[src/include/rbow_defines.svh]
// constants for the relay board output watchdog
// Summary of operation
// - apply commands received from motherboard to outputs
// - two driver groups, four valves each
// - control source, diluent, ozone and photometer valves
// - switch ozone and photometer lamp heaters
// - steady heartbeat thirty seconds forces all valves, pump and heaters off
// - titration and meas/ref indicators follow valves
// - pump indicator follows pump output
// - heater indicators follow heater outputs
// - diluent, cal gas, ozone indicators follow valves
`ifndef RBOW_DEFINES_SVH
`define RBOW_DEFINES_SVH
`define RBOW_CLK_HZ 32'h05f5e100
`define RBOW_TIMEOUT_S 32'h0000001e
`define RBOW_TIMEOUT_CYCLES (`RBOW_CLK_HZ * `RBOW_TIMEOUT_S)
`define RBOW_VALVE_DILUENT 0
`define RBOW_VALVE_CAL_GAS 1
`define RBOW_VALVE_OZONE_GEN 2
`define RBOW_VALVE_TITRATION 3
`define RBOW_VALVE_MEAS_REF 4
`define RBOW_VALVES_PER_GROUP 4
`define RBOW_VALVE_GROUPS 2
`define RBOW_CMD_RESET 12'h000
`endif

[src/include/rbow_pkg.sv]
// types for the relay board output watchdog
package rbow_pkg;
  typedef struct packed {
    logic [7:0] valve;
    logic photometer_pump;
    logic photometer_heater;
    logic ozone_gen_heater;
    logic heartbeat;
  } rbow_cmd_type;
  typedef enum logic [1:0] {
    RBOW_RUN = 2'b01,
    RBOW_TRIPPED = 2'b10
  } rbow_state_type;
endpackage : rbow_pkg

[src/hdl/rbow_timer.sv]
// heartbeat activity timer
`timescale 1ns/1ps
`include "rbow_defines.svh"
module rbow_timer #(
  parameter int unsigned TIMEOUT_CYCLES = `RBOW_TIMEOUT_CYCLES
) (
  input wire logic clk,
  input wire logic rst_n,
  input wire logic heartbeat,
  output logic expired
);
  localparam int W = $clog2(TIMEOUT_CYCLES + 1);
  logic [W-1:0] count;
  logic [W-1:0] next_count;
  logic last_hb;
  logic next_last_hb;
  logic next_expired;

  always_comb begin
    next_last_hb = heartbeat;
    next_count = count;
    next_expired = 1'b0;
    if (heartbeat != last_hb) begin
      next_count = '0;
    end else if (count != W'(TIMEOUT_CYCLES)) begin
      next_count = count + W'(1);
    end
    if (next_count == W'(TIMEOUT_CYCLES)) begin
      next_expired = 1'b1;
    end
  end

  always_ff @(posedge clk or negedge rst_n) begin
    if (!rst_n) begin
      count <= '0;
      last_hb <= 1'b0;
      expired <= 1'b0;
    end else begin
      count <= next_count;
      last_hb <= next_last_hb;
      expired <= next_expired;
    end
  end
endmodule : rbow_timer

[src/hdl/rbow_top.sv]
// relay board output stage with heartbeat watchdog
`timescale 1ns/1ps
`include "rbow_defines.svh"
module rbow_top #(
  parameter int unsigned TIMEOUT_CYCLES = `RBOW_TIMEOUT_CYCLES
) (
  input wire logic clk,
  input wire logic rst_n,
  input rbow_pkg::rbow_cmd_type cmd,
  input wire logic cmd_valid,
  input wire logic trip_clear,
  output logic [7:0] valve_out,
  output logic photometer_pump,
  output logic photometer_heater,
  output logic ozone_gen_heater,
  output logic heartbeat_indicator,
  output logic titration_valve_indicator,
  output logic meas_ref_valve_indicator,
  output logic ozone_gen_valve_indicator,
  output logic photometer_pump_indicator,
  output logic cal_gas_valve_indicator,
  output logic diluent_valve_indicator,
  output logic photometer_heater_indicator,
  output logic ozone_gen_heater_indicator,
  output logic tripped
);
  ////////////////////////////////////////////////////////////////////////
  // reset release
  logic rst_meta;
  logic rst_sync;
  always_ff @(posedge clk or negedge rst_n) begin
    if (!rst_n) begin
      rst_meta <= 1'b0;
      rst_sync <= 1'b0;
    end else begin
      rst_meta <= 1'b1;
      rst_sync <= rst_meta;
    end
  end

  ////////////////////////////////////////////////////////////////////////
  // command latch
  rbow_pkg::rbow_cmd_type held;
  rbow_pkg::rbow_cmd_type next_held;
  always_comb begin
    next_held = held;
    if (cmd_valid) begin
      next_held = cmd;
    end
  end
  always_ff @(posedge clk or negedge rst_sync) begin
    if (!rst_sync) begin
      held <= rbow_pkg::rbow_cmd_type'(`RBOW_CMD_RESET);
    end else begin
      held <= next_held;
    end
  end

  ////////////////////////////////////////////////////////////////////////
  // watchdog: host must keep toggling the heartbeat
  logic expired;
  rbow_timer #(
    .TIMEOUT_CYCLES(TIMEOUT_CYCLES)
  ) u_timer (
    .clk(clk),
    .rst_n(rst_sync),
    .heartbeat(held.heartbeat),
    .expired(expired)
  );

  rbow_pkg::rbow_state_type state;
  rbow_pkg::rbow_state_type next_state;
  always_comb begin
    case (state)
      rbow_pkg::RBOW_RUN: begin
        next_state = expired ? rbow_pkg::RBOW_TRIPPED : rbow_pkg::RBOW_RUN;
      end
      rbow_pkg::RBOW_TRIPPED: begin
        // stays shut until the heartbeat moves again and software clears
        if (trip_clear && !expired) begin
          next_state = rbow_pkg::RBOW_RUN;
        end else begin
          next_state = rbow_pkg::RBOW_TRIPPED;
        end
      end
      default: next_state = rbow_pkg::RBOW_TRIPPED;
    endcase
  end
  always_ff @(posedge clk or negedge rst_sync) begin
    if (!rst_sync) begin
      state <= rbow_pkg::RBOW_RUN;
    end else begin
      state <= next_state;
    end
  end

  ////////////////////////////////////////////////////////////////////////
  // outputs, forced off while tripped
  logic shut;
  logic [7:0] next_valve;
  logic next_pump;
  logic next_ph_heat;
  logic next_oz_heat;
  // shut follows the next state, so the forced outputs and the tripped flag
  // change on the same edge when a trip starts and when it is cleared
  assign shut = (next_state == rbow_pkg::RBOW_TRIPPED);
  function automatic logic rbow_gate(input logic on, input logic off);
    return on && !off;
  endfunction : rbow_gate
  genvar g;
  generate
    for (g = 0; g < `RBOW_VALVE_GROUPS; g++) begin : gen_grp
      localparam int LO = g * `RBOW_VALVES_PER_GROUP;
      always_comb begin
        next_valve[LO +: `RBOW_VALVES_PER_GROUP] = shut ? '0 :
          held.valve[LO +: `RBOW_VALVES_PER_GROUP];
      end
    end
  endgenerate
  always_comb begin
    next_pump = rbow_gate(held.photometer_pump, shut);
    next_ph_heat = rbow_gate(held.photometer_heater, shut);
    next_oz_heat = rbow_gate(held.ozone_gen_heater, shut);
  end
  always_ff @(posedge clk or negedge rst_sync) begin
    if (!rst_sync) begin
      valve_out <= 8'h00;
    end else begin
      valve_out <= next_valve;
    end
  end

  // pump and lamp heaters
  always_ff @(posedge clk or negedge rst_sync) begin
    if (!rst_sync) begin
      photometer_pump <= 1'b0;
      photometer_heater <= 1'b0;
      ozone_gen_heater <= 1'b0;
    end else begin
      photometer_pump <= next_pump;
      photometer_heater <= next_ph_heat;
      ozone_gen_heater <= next_oz_heat;
    end
  end

  ////////////////////////////////////////////////////////////////////////
  // status: heartbeat lamp and trip flag
  logic next_hb_ind;
  logic next_tripped;
  always_comb begin
    next_hb_ind = held.heartbeat;
    next_tripped = shut;
  end
  always_ff @(posedge clk or negedge rst_sync) begin
    if (!rst_sync) begin
      heartbeat_indicator <= 1'b0;
      tripped <= 1'b0;
    end else begin
      heartbeat_indicator <= next_hb_ind;
      tripped <= next_tripped;
    end
  end

  // indicators mirror the driven outputs, so they also show the trip
  assign titration_valve_indicator = valve_out[`RBOW_VALVE_TITRATION];
  assign meas_ref_valve_indicator = valve_out[`RBOW_VALVE_MEAS_REF];
  assign photometer_pump_indicator = photometer_pump;
  assign photometer_heater_indicator = photometer_heater;
  assign ozone_gen_heater_indicator = ozone_gen_heater;
  assign diluent_valve_indicator = valve_out[`RBOW_VALVE_DILUENT];
  assign cal_gas_valve_indicator = valve_out[`RBOW_VALVE_CAL_GAS];
  assign ozone_gen_valve_indicator = valve_out[`RBOW_VALVE_OZONE_GEN];
endmodule : rbow_top

[config.mk]
export PLATFORM = sky130hd
export DESIGN_NAME = rbow_top
export DESIGN_NICKNAME = d
export VERILOG_FILES = /design/src/include/rbow_pkg.sv /design/src/hdl/rbow_timer.sv /design/src/hdl/rbow_top.sv
export VERILOG_INCLUDE_DIRS = /design/src /design/src/include
export SDC_FILE = /design/constraint.sdc
export NUM_CORES = 1
export LEC_CHECK = 0
export BUFFER_PORTS_ARGS = -buffer_cell sky130_fd_sc_hd__buf_4
export CORE_MARGIN = 5
export CORE_UTILIZATION = 31
export CTS_CLUSTER_SIZE = 20
export DETAILED_ROUTE_END_ITERATION = 8
export PLACE_DENSITY = 0.56
export SKIP_CTS_REPAIR_TIMING = 1
export SLEW_MARGIN = 5
export SYNTH_ARGS = -nofsm -noshare
export SYNTH_HDL_FRONTEND = slang
export SYNTH_HIERARCHICAL = 1
export SYNTH_SLANG_ARGS = --single-unit
[constraint.sdc]
create_clock -name clk -period 1.95 [get_ports clk]
set_input_delay 0.195 -clock clk [delete_from_list [all_inputs] [get_ports clk]]
set_output_delay 0.195 -clock clk [all_outputs]
set_load 0.05 [all_outputs]
After elaboration in Yosys (flattened, before gate mapping)
Index checks and enable logic that the tools add are counted.

operators by class
  reduce and logical (&&, ||, !) cells = 6
  add/subtract/negate cells = 1
  equal/unequal tests = 6
  multiplexer cells = 8

operator list
  cell                                           count
  2-to-1 mux 32 bit                              2
  adder 32 x 1 -> 32 bit, second input constant  1
  == test 32 bit, second input constant          1
  != test 32 bit, second input constant          1
  2-to-1 mux 4 bit                               2
  == test 2 bit, second input constant           2
  logical AND 1 bit                              4
  2-to-1 mux 2 bit                               2
  case mux 2 bit (2 select lines)                1
  == test 2 x 1 -> 1 bit, second input constant  1
  zero test 1 bit                                2
  2-to-1 mux 1 bit                               1
  != test 1 bit                                  1

word-level totals
  register bits = 62
  word-level logic and storage cells = 37
  output and inout port bits = 21

Depth between registers and ports, before layout
  depth after elaboration = 7
  gate-level depth with buffers = 10

Cells and area by module
The synthesis kept the hierarchy.

by module, submodules not included
  module      times used  cells each  area an instance (sq um)  sequential area each (sq um)
  rbow_timer  1           222         2049.5                    850.8
  rbow_top    1           88          1203.7                    726.9

Worst setup path before layout
OpenSTA, ideal clock, no wires.

  path type = register -> register
  from = reg u_timer.count[1]
  to = reg u_timer.expired
  required time = 1854 ps
  slack = -659 ps
  library setup time = 96 ps
  arrival time = 2513 ps
  clock period less this slack = 2609 ps
  cell stages (with the launch flop) = 8
  cell sequence = dfrtp_1 -> ha_1 -> nand4_1 -> or4_4 -> or3_4 -> o32a_1 -> or4_1 -> nor4_2

between the ends
  longest elaborated chain between the ends = 5
  elaborated cells on any way between the ends = 6

RTL lines
  item                                                      line                                text
  start: declaration                                        rbow_timer.sv:13                    logic [W-1:0] count;
  start signal: assignment                                  rbow_timer.sv:39                    count <= next_count;
  adder 32 x 1 -> 32 bit or != test 32 bit (tied branches)  rbow_timer.sv:26, rbow_timer.sv:25
  2-to-1 mux 32 bit (*)                                     rbow_timer.sv:25                    end else if (count != W'(TIMEOUT_CYCLES)) begin
  2-to-1 mux 32 bit (*)                                     rbow_timer.sv:23                    if (heartbeat != last_hb) begin
  == test 32 bit (*)                                        rbow_timer.sv:28                    if (next_count == W'(TIMEOUT_CYCLES)) begin
  2-to-1 mux 1 bit (*)                                      rbow_timer.sv:28
  named net u_timer.next_expired                            rbow_timer.sv:17                    logic next_expired;
  end signal: assignment                                    rbow_timer.sv:41                    expired <= next_expired;
  end: declaration                                          rbow_timer.sv:10                    output logic expired

The timed path passes the listed nets; every way through them passes the cells marked *.
A chain may end at the register's enable or synchronous reset.

Worst setup path after layout
  from = reg u_timer.count[0]
  to = reg u_timer.expired

Same word-level chain as after synthesis.

==> results.sh <==
export IMPL_cts_root_buf="clkbuf_8"
export IMPL_start_util_pct=31.7
export IMPL_place_inst=535
export IMPL_max_cap_viol_count=0
export IMPL_cpPeakStageDelay_ps=530
export IMPL_synth_nets=330
export IMPL_multi_input_area_um2=1610
export IMPL_wl_per_cell_um=13.9
export IMPL_io_pins=37
export IMPL_finalHoldViolations=0
export IMPL_grt_pass1_vias=2591
export IMPL_nNetsFinal=439
export IMPL_fin_area_um2=4560
export IMPL_reg2regPathDepth=7
export IMPL_finalSetupViolations=5
export IMPL_outcome="finished, violations left"
export IMPL_post_synth_top_count_cell="dfrtp_1"
export IMPL_synth_edf_count=0
export IMPL_cts_tree="done"
export IMPL_grt_max_degree=62
export IMPL_grt_pass1_wl_um=12500
export IMPL_startpoint_type="flop"
export IMPL_slowest_stage="or4_4"
export IMPL_hold_class="in -> reg"
export IMPL_async_flop_share_pct=100
export IMPL_crit_fanout=2
export IMPL_power_w=0.00441
export IMPL_path_cells="ha_4 -> nand4_1 -> or4_4 -> or3_4 -> o32a_1 -> or4_4 -> nor4_2"
export IMPL_overflow=0
export IMPL_min_period_ps=2480
export IMPL_clock_sink_count=63
export IMPL_final_fill_count=1025
export IMPL_n_antenna_cell=0
export IMPL_pre_cts_ws_ps=-530
export IMPL_grt_total_usage_pct=12.1
export IMPL_post_route_util_pct=44.4
export IMPL_vias=2620
export IMPL_ys_warn_count=6
export IMPL_io_buffer_count=36
export IMPL_vdd_drop_max_mv=0.602
export IMPL_slew_viol_final=0
export IMPL_drive_above_1_share_pct=44.3
export IMPL_cpMostUsedCell="or4_4"
export IMPL_p_per_area_nw_per_um2=966
export IMPL_whs_path_depth=2
export IMPL_coreArea_um2=10300
export IMPL_wl_um=7760
export IMPL_required_ps=2190
export IMPL_antenna_found_initial=0
export IMPL_cts_buffers=9
export IMPL_die_w_um=112
export IMPL_synth_cells=310
export IMPL_violations="negative setup slack"
export IMPL_leakage_nw=2.03
export IMPL_vias_per_cell=4.68
export IMPL_synth_top_cell_area_share_pct=47.7
export IMPL_htreeDepth=3
export IMPL_synth_cell_types=56
export IMPL_dieArea_um2=12600
export IMPL_period_share_pct=127
export IMPL_rsz0062_at_grt="yes"
export IMPL_rows=37
export IMPL_layout_setup_ws_ps=-526
export IMPL_instances_no_fill=560
export IMPL_avgSynthCellArea_um2=10.5
export IMPL_cp_arrival_ps=2720
export IMPL_crit_type="reg -> reg"
export IMPL_ys_seq_area_share_pct=48.5
export IMPL_dp_hpwl_um=5660
export IMPL_fmax_mhz=404
export IMPL_path_clk_slew_ps=70
export IMPL_end_kind="flop"
export IMPL_synthTopCellsByArea="dfrtp_1 48%, nor2_1 5.3%, xor2_1 5.1%"
export IMPL_yosys_most_used_dff="dfrtp_1"
export IMPL_yosys_area_top_type="dfrtp_1"
export IMPL_ff_latch_area_um2=1580
export IMPL_die_h_um=112
export IMPL_ys_ff_latch=63
export IMPL_postRouteAntennaNets=0
export IMPL_ys_top_cells_by_count="62 x dfrtp_1, 46 x nor2_1, 19 x xor2_1"
export IMPL_area_delta_synth_final_pct=40.3
export IMPL_gp_congestion=0.869
export IMPL_drc_errors=0
export IMPL_clkLatencyLatePin_ps=340
export IMPL_postPlaceCellArea_um2=4140
export IMPL_clockBufferDepth=2
export IMPL_finalClockSkew_ps=6.43
export IMPL_synth_cell_area_um2=3250
export IMPL_drt_iter0_markers=78
export IMPL_dr_pass1_iters=4
==> stage by stage <==
step | setup TNS [ps] | hold slack [ps]
2_1_floorplan | -740 | -101
4_1_cts | -959 | -392
3_5_place_dp | -895 | -20.4
5_1_grt | -1240 | 80.5
6_report | -690 | 88.3
3_3_place_gp | -685 | -22.6
==> cell type report <==
class	count	share of cell area (%)
clock buffer	10	3.02
sequential	63	34.7
clock inverter	6	2.06
timing repair buffer	121	20.7
inverter	7	0.576
tap	136	3.73
multi-input combinational	217	35.2
==> where the power goes <==
part	switching [W]	internal [W]
clock	0.000528	0.000761
sequential	0.0000820	0.00147
combinational	0.00101	0.000549
==> routing by layer <==
metal | vias to the layer above | track usage (%) | routed length, um
met5 | - | 0 | 0
met4 | 0 | 2.64 | 69
met3 | 9 | 3.45 | 405
met2 | 71 | 20.3 | 3780
met1 | 1256 | 15.5 | 3510
li1 | 1284 | - | -
==> state kept, by name, indices dropped and copies added, names as in the netlist <==
signal and flops:
ozone_gen_heater 1, state 2, valve_out 8, rst_meta 1, u_timer/last_hb 1, rst_sync 1, u_timer/count 32, photometer_heater 1
u_timer/expired 1, next_hb_ind 1, tripped 1, heartbeat_indicator 1, held 11, photometer_pump 1
==> worst max-delay path: cells and delay by family (launching register included) <==
family / cells / cell delay, ps
AND/OR/NAND/NOR: 5 / 1520
flip-flops: 1 / 390
AO/OA/AOI/OAI: 1 / 330
adder cells (fa/ha/maj): 1 / 140
==> cells in the final DEF, fill, tap and decap left out, drive strengths merged, types with 3 or more instances in the layout <==
cell and count:
a21oi 15, buf 120, clkbuf 10, clkinv 3, dfrtp 62, ha 4
inv 7, mux2 12, nand2 11, nand2b 12, nand3 14, nand4 16
nor2 46, nor3 5, nor4 7, o21ai 3, or4 4, xnor2 17
xor2 19
==> final timing paths <==
path                                                 start                          to  slack, ps
worst min register to register          rst_sync$_DFF_PN0_  u_timer/count[4]$_DFF_PN0_        270
worst min-delay path                                cmd[5]         held[5]$_DFFE_PN0P_         90
worst max register to register  u_timer/count[0]$_DFF_PN0_   u_timer/expired$_DFF_PN0_       -530
max in group asynchronous               rst_sync$_DFF_PN0_          state[0]$_DFF_PN1_       1380
min in group asynchronous                            rst_n          rst_sync$_DFF_PN0_        180
worst max-delay path            u_timer/count[0]$_DFF_PN0_   u_timer/expired$_DFF_PN0_       -530
==> logic make-up after synthesis <==
group	synth area share, %
simple gates	22.5
other cells	0.115
buf+inv	5.69
fa+ha+maj	1.85
xor+xnor	9.69
compound gates	6.92
flops	48.5
mux	4.77
(Power assumes the default switching activity.)
